## config.mk

```make
export PLATFORM = sky130hd
export DESIGN_NAME = supply_watchdog_reset_supervisor
export DESIGN_NICKNAME = d
export VERILOG_FILES = /design/src/supervisor_pkg.sv /design/src/supply_watchdog_reset_supervisor.sv
export VERILOG_INCLUDE_DIRS = /design/src
export SDC_FILE = /design/constraint.sdc
export NUM_CORES = 1
export LEC_CHECK = 0
export BUFFER_PORTS_ARGS = -buffer_cell sky130_fd_sc_hd__buf_4
export CAP_MARGIN = 30
export CORE_MARGIN = 8
export CORE_UTILIZATION = 53
export DETAILED_ROUTE_END_ITERATION = 12
export HOLD_SLACK_MARGIN = 0.15
export PLACE_DENSITY = 0.78
export SYNTH_ARGS = -nofsm -noshare
export SYNTH_HDL_FRONTEND = slang
export SYNTH_SLANG_ARGS = --single-unit
```

## constraint.sdc

```tcl
create_clock -name I_REF_CLK -period 1.97 [get_ports I_REF_CLK]
set_input_delay 0.2955 -clock I_REF_CLK [delete_from_list [all_inputs] [get_ports I_REF_CLK]]
set_output_delay 0.2955 -clock I_REF_CLK [all_outputs]
set_load 0.05 [all_outputs]
```

## src/supervisor_regs.svh

```systemverilog
// Timing and width constants for the reset supervisor
`ifndef SUPERVISOR_REGS_SVH
`define SUPERVISOR_REGS_SVH
`define HOLD_CYCLES_DEFAULT 32'd40000
`define DEADLINE_CYCLES_DEFAULT 32'd252000
`define FLOAT_NUM 32'd7
`define FLOAT_SHIFT 3
`define CNT_W 32
`endif

```

## src/supervisor_pkg.sv

```systemverilog
// Types shared by the reset supervisor
package supervisor_pkg;
	typedef enum logic [1:0] {
		OUT_PUSH_PULL = 2'b00,
		OUT_OPEN_DRAIN = 2'b01,
		OUT_BIDIR = 2'b10
	} out_style_t;
	typedef enum logic [1:0] {
		ST_HOLD = 2'b00,
		ST_RUN = 2'b01,
		ST_ASSERT = 2'b10
	} sup_state_t;
endpackage

```

## src/supply_watchdog_reset_supervisor.sv

```systemverilog
// Reset supervisor combining supply, manual and watchdog reset sources
`timescale 1ns/100ps
`include "supervisor_regs.svh"

// Function
// Low supply asserts reset, then hold time
// Manual reset low forces reset asserted
// Manual release keeps reset for hold time
// Kick constant for deadline asserts reset
// Counter cleared on reset and kick edges
// Host leaves kick undriven to disable
// Watchdog reset lasts full hold time
// Hold expiry releases reset, restarts counter
// Active-high output is inverse, push-pull
// Open-drain drives low only when asserted
// Counter held zero while reset asserted
// Floating kick serviced at seven eighths
// Bidirectional line tolerates external low
// Times and variant options are parameters
// Hold restarts while any source active
module supply_watchdog_reset_supervisor #(
	parameter logic [`CNT_W-1:0] HOLD_CYCLES = `HOLD_CYCLES_DEFAULT,
	parameter logic [`CNT_W-1:0] DEADLINE_CYCLES = `DEADLINE_CYCLES_DEFAULT,
	parameter supervisor_pkg::out_style_t OUT_STYLE = supervisor_pkg::OUT_PUSH_PULL,
	parameter bit HAS_MANUAL = 1'b1,
	parameter bit HAS_WATCHDOG = 1'b1
) (
	// Clock and reset
	input wire logic I_REF_CLK,
	input wire logic I_RESET,
	// Reset sources
	input wire logic I_SUPPLY_LOW,
	input wire logic I_MANUAL_RESET_IN_N,
	input wire logic I_WATCHDOG_KICK_IN,
	input wire logic I_WATCHDOG_KICK_FLOAT,
	// Reset line, active-low, as three signals
	input wire logic I_RESET_LINE_N,
	output logic O_RESET_N,
	output logic O_RESET_N_OE,
	// Active-high reset output
	output logic O_RESET
);

	// Reset state and counters
	supervisor_pkg::sup_state_t state_reg;
	logic [`CNT_W-1:0] hold_cnt_reg;
	logic [`CNT_W-1:0] wd_cnt_reg;
	logic kick_prev_reg;

	// State flags
	logic in_run;
	logic in_hold;
	logic reset_active;

	// Reset sources
	logic supply_active;
	logic manual_active;
	logic ext_low;
	logic any_source;

	// Hold interval decode
	logic [`CNT_W-1:0] hold_last;
	logic hold_done;

	// Watchdog decode
	logic [`CNT_W-1:0] deadline_last;
	logic [`CNT_W+3:0] float_prod;
	logic [`CNT_W-1:0] float_limit;
	logic float_limit_hit;
	logic kick_edge;
	logic wd_expired;
	logic wd_active;
	logic wd_clear;

	// Output style flags
	logic style_push_pull;
	logic style_bidir;

	// State flags; reset is asserted in every state but run
	assign in_run = (state_reg == supervisor_pkg::ST_RUN);
	assign in_hold = (state_reg == supervisor_pkg::ST_HOLD);
	assign reset_active = !in_run;

	// Output style decode
	assign style_push_pull = (OUT_STYLE == supervisor_pkg::OUT_PUSH_PULL);
	assign style_bidir = (OUT_STYLE == supervisor_pkg::OUT_BIDIR);

	// Reset sources; the sensed wire counts only in the run state, including its first cycle while the output enable is still set
	assign supply_active = I_SUPPLY_LOW;
	assign manual_active = HAS_MANUAL && !I_MANUAL_RESET_IN_N;
	assign ext_low = style_bidir && !I_RESET_LINE_N && in_run;
	assign any_source = supply_active || manual_active || ext_low;

	// Last count of the release hold interval
	assign hold_last = HOLD_CYCLES - `CNT_W'(1'h1);
	assign hold_done = (hold_cnt_reg >= hold_last);

	// Internal service point at seven eighths of the deadline, product kept wide
	assign float_prod = (`CNT_W+4)'(DEADLINE_CYCLES) * (`CNT_W+4)'(`FLOAT_NUM);
	assign float_limit = `CNT_W'(float_prod >> `FLOAT_SHIFT);
	assign float_limit_hit = I_WATCHDOG_KICK_FLOAT && (wd_cnt_reg >= float_limit);

	// Watchdog expiry; a kick edge in the last cycle still counts as service
	assign deadline_last = DEADLINE_CYCLES - `CNT_W'(1'h1);
	assign kick_edge = (I_WATCHDOG_KICK_IN != kick_prev_reg);
	assign wd_expired = (wd_cnt_reg >= deadline_last);
	assign wd_active = HAS_WATCHDOG && in_run && !kick_edge && !float_limit_hit && wd_expired;
	assign wd_clear = reset_active || any_source || wd_active;

	// Kick history for edge detection
	always_ff @(posedge I_REF_CLK) begin
		if (I_RESET) begin
			kick_prev_reg <= 1'b0;
		end else begin
			kick_prev_reg <= I_WATCHDOG_KICK_IN;
		end
	end

	// Reset state sequence: assert while a source is active, hold, then run
	always_ff @(posedge I_REF_CLK) begin
		if (I_RESET) begin
			state_reg <= supervisor_pkg::ST_ASSERT;
		end else begin
			case (state_reg)
				supervisor_pkg::ST_ASSERT: begin
					if (!any_source) begin
						state_reg <= supervisor_pkg::ST_HOLD;
					end
				end
				supervisor_pkg::ST_HOLD: begin
					if (any_source) begin
						state_reg <= supervisor_pkg::ST_ASSERT;
					end else if (hold_done) begin
						state_reg <= supervisor_pkg::ST_RUN;
					end
				end
				supervisor_pkg::ST_RUN: begin
					if (any_source) begin
						state_reg <= supervisor_pkg::ST_ASSERT;
					end else if (wd_active) begin
						state_reg <= supervisor_pkg::ST_HOLD;
					end
				end
				default: begin
					state_reg <= supervisor_pkg::ST_ASSERT;
				end
			endcase
		end
	end

	// Release hold counter; runs only in hold, so a new source restarts it
	always_ff @(posedge I_REF_CLK) begin
		if (I_RESET) begin
			hold_cnt_reg <= '0;
		end else if (!in_hold || any_source || hold_done) begin
			hold_cnt_reg <= '0;
		end else begin
			hold_cnt_reg <= hold_cnt_reg + `CNT_W'(1'h1);
		end
	end

	// Watchdog counter; held at zero for the whole time reset is asserted
	always_ff @(posedge I_REF_CLK) begin
		if (I_RESET) begin
			wd_cnt_reg <= '0;
		end else if (wd_clear) begin
			wd_cnt_reg <= '0;
		end else if (kick_edge || float_limit_hit) begin
			wd_cnt_reg <= '0;
		end else begin
			wd_cnt_reg <= wd_cnt_reg + `CNT_W'(1'h1);
		end
	end

	// Active-high output, driven both ways in every style
	always_ff @(posedge I_REF_CLK) begin
		if (I_RESET) begin
			O_RESET <= 1'b1;
		end else begin
			O_RESET <= reset_active;
		end
	end

	// Active-low data; open-drain and bidirectional styles only ever pull low
	always_ff @(posedge I_REF_CLK) begin
		if (I_RESET) begin
			O_RESET_N <= 1'b0;
		end else if (style_push_pull) begin
			O_RESET_N <= in_run;
		end else begin
			O_RESET_N <= 1'b0;
		end
	end

	// Output enable; the released wire is left to the pullup and other drivers
	always_ff @(posedge I_REF_CLK) begin
		if (I_RESET) begin
			O_RESET_N_OE <= 1'b1;
		end else if (style_push_pull) begin
			O_RESET_N_OE <= 1'b1;
		end else begin
			O_RESET_N_OE <= reset_active;
		end
	end

endmodule

```

==> summary.md <==
| Metric | Value |
|---|---|
| Slew Viols, Final | 0 |
| Synthesized cell area | 0.002482 mm2 |
| Max clock buf depth | 2 |
| Crit path arrival time | 2.22 ns |
| Die H | 84.44 um |
| Crit Path Category | register to register |
| Filler cells | 376 |
| Via count | 1,838 |
| Post-Place Worst Slack | 0.004993 ns |
| Synth Warn # | 0 |
| Layout Nets | 320 |
| Initial Utilization | 0.5362 |
| I/O pin count | 10 |
| RSZ-0062 raised after global routing | true |
| Main synth FF type | dfxtp_1 |
| Final WS setup | 0.01949 ns |
| Total area of sequential cells | 0.001383 mm2 |
| Antenna violations before repair | 0 |
| Multi-input gate area | 0.001179 mm2 |
| Root buf cell | clkbuf_8 |
| Leakage | 1.103 nW |
| Initial DRT Pass Iterations | 4 |
| Critical path launch point type | register |
| Die X-Extent | 84.44 um |
| Fmax | 512.7 MHz |
| Port-buffer cells | 7 |
| DRT Wirelength | 4260 um |
| Seq cells post-synth | 69 |
| # rows | 25 |
| Die ar. | 0.007129 mm2 |
| Htree depth | 3 |
| Distinct cells, synth | 39 |
| Final Critical Period | 1.951 ns |
| Final hold vios | 0 |
| Busiest grt layer | met2 |
| Reg2Reg Capture Point | wd_cnt_reg[3] |
| Async S/R FF share, synth | 0 |
| First-pass GRT wire length | 7265 um |
| Max-cap check violation count | 0 |
| Core area | 0.004629 mm2 |
| P per Cell Area | 826.5 mW/mm2 |
| GR Util met3 | 0.05854 |
| Reg2Reg Depth | 6 |
| Status | finished, final reports clean |
| Clock sink count | 69 |
| ANT nets after route | 0 |
| CTS tree | done |
| Nature of the critical path endpoint | register |
| Number of diodes | 0 |
| Iteration-0 DRC Markers | 79 |
| M1 GR Usage | 0.1419 |
| Clock-pin slew on the worst setup and hold paths | 0.07 ns |
| Drt drc | 0 |
| Worst Skew | 0.007510 ns |
| Peak supply drop | 0.7118 mV |
| Hold_sp | I_WATCHDOG_KICK_IN |
| Grt total ovfl | 0 |
| Mapped Cells | 252 |
| Seq/Total Area, Yosys | 0.5565 |
| Hold Crit Depth | 2 |
| Endpoints failing setup | 0 |
| Reg-to-reg critical path startpoint | wd_cnt_reg[9] |
| M2 GR Usage | 0.2049 |
| Worst EP required | 2.24 ns |
| Fin crit share | 0.9901 |
| Share of post-route cells with drive strength above 1 | 0.1619 |
| Vias in the first global route | 1,712 |
| Total Routing Usage GR | 0.1304 |
| Synth-to-layout area growth | 22.88% |
| Hold EP | kick_prev_reg |
| Syn Area/Cell | 9.851 um2 |
| Per-cell routed wire length | 11.54 um |
| Via/cell ratio | 4.981 |
| DP HPWL | 3011 um |
| Critical Path Fanout Max | 11 |
| Clock latency on the worst-skew pair | 0.34 ns |
| TNS Setup | 0 ns |
| Hold Crit Class | input pin to register |
| RePlAce Congestion | 0.8103 |
| Largest net degree at the start of global routing | 17 |
| Num CTS Buffers | 9 |
| R2r setup slk | 0.02 ns |
| Post-synth EDFFs | 0 |
==> placed cells by master (no fill, tap or decap), drive strengths merged, types with 2 or more instances in the layout <==
cell,n
a2111o,2
a211oi,2
a21oi,3
and3,6
buf,23
clkbuf,11
clkinv,2
clkinvlp,2
conb,31
dfxtp,69
ha,3
inv,11
nand2,8
nand2b,2
nand3,21
nand4,8
nor2,46
nor2b,2
nor3,3
nor4,10
or2,2
or4,3
xnor2,18
xor2,12
==> Yosys cell counts (2+ instances only) <==
master	n	area, um2
a21oi_1	3	15.01
xnor2_1	18	157.7
nand2b_1	2	12.51
nand4_1	7	43.79
nor2_1	46	172.7
nand3_1	21	105.1
inv_1	10	37.54
and3_1	6	37.54
nand2_1	8	30.03
xor2_1	12	105.1
or2_2	2	12.51
dfxtp_1	69	1381
clkbuf_1	4	15.01
ha_1	3	37.54
nor4_1	10	62.56
or4_1	3	22.52
nor3_1	3	15.01
nor2b_1	2	12.51
a2111o_1	2	22.52
conb_1	2	7.510
==> kinds of logic after synthesis <==
group / count (synthesis) / share of synthesized area
buffers and inverters: 16 / 0.02873
XOR/XNOR: 30 / 0.1058
flip-flops: 69 / 0.5564
other: 2 / 0.003025
adder cells (fa/ha/maj): 3 / 0.01512
AND/OR/NAND/NOR: 116 / 0.2379
AO/OA/AOI/OAI: 16 / 0.05292
==> area by class of cell <==
class                      count  area share
timing repair buffer          24     0.06522
clock buffer                  11     0.04963
clock inverter                 5     0.01107
sequential                    69      0.4532
inverter                      10     0.01231
tap                           54     0.02215
multi-input combinational    196      0.3864
==> how the worst max path moves through the flow <==
stage	from	endpoint	slack (ns)	cells past startpoint
2_1_floorplan	wd_cnt_reg[9]	wd_cnt_reg[10]	0.06	6
3_3_place_gp	wd_cnt_reg[9]	wd_cnt_reg[7]	0.06	6
3_5_place_dp	wd_cnt_reg[9]	wd_cnt_reg[9]	0.005	6
4_1_cts	wd_cnt_reg[9]	wd_cnt_reg[14]	0.0004	6
5_1_grt	wd_cnt_reg[9]	wd_cnt_reg[3]	-0.05	6
6_report	wd_cnt_reg[9]	wd_cnt_reg[3]	0.02	6
==> power breakdown <==
part / total (mW) / internal (mW) / switching [mW]
logic: 0.0387 / 0.0174 / 0.0213
clock network: 1.04 / 0.525 / 0.519
registers: 1.44 / 1.43 / 0.00989
==> per-layer routing <==
metal / vias up / part of all wire
li1: 943 / -
met3: 8 / 0.047
met4: 0 / 0.019
met2: 33 / 0.48
met1: 854 / 0.46
met5: - / 0
==> timing repair <==
action / in CTS / in global routing
setup endpoints to repair: 10 / 35
hold buffers: 1 / 0
buffers inserted: 0 / 0
cloned: 0 / 0
hold endpoints to repair: 1 / 0
pin swaps: 2 / 1
resized for setup: 1 / 11
==> worst max-delay path, cell delays in order (launching register included) <==
cell and delay, ns:
dfxtp_2 0.33, or4_1 0.50, a221o_1 0.33, a211oi_4 0.29, nand4_4 0.16, buf_12 0.17
nor2_1 0.10
==> stage by stage <==
| stage | power (mW) | hold WS, ns | instances | util | instance area (um2) |
|---|---|---|---|---|---|
| 2_1_floorplan | 1.490 | 0.3671 | 281 | - | 2591 |
| 3_3_place_gp | 1.505 | 0.4430 | 352 | 0.6070 | 2810 |
| 3_5_place_dp | 1.507 | 0.4499 | 352 | 0.6070 | 2810 |
| 4_1_cts | 2.548 | 0.1920 | 369 | 0.6500 | 3009 |
| 5_1_grt | 2.637 | 0.2123 | 369 | 0.6589 | 3050 |
| 6_report | 2.521 | 0.2035 | 369 | 0.6589 | 3050 |
Note: power is estimated with default switching activity, not from simulation.
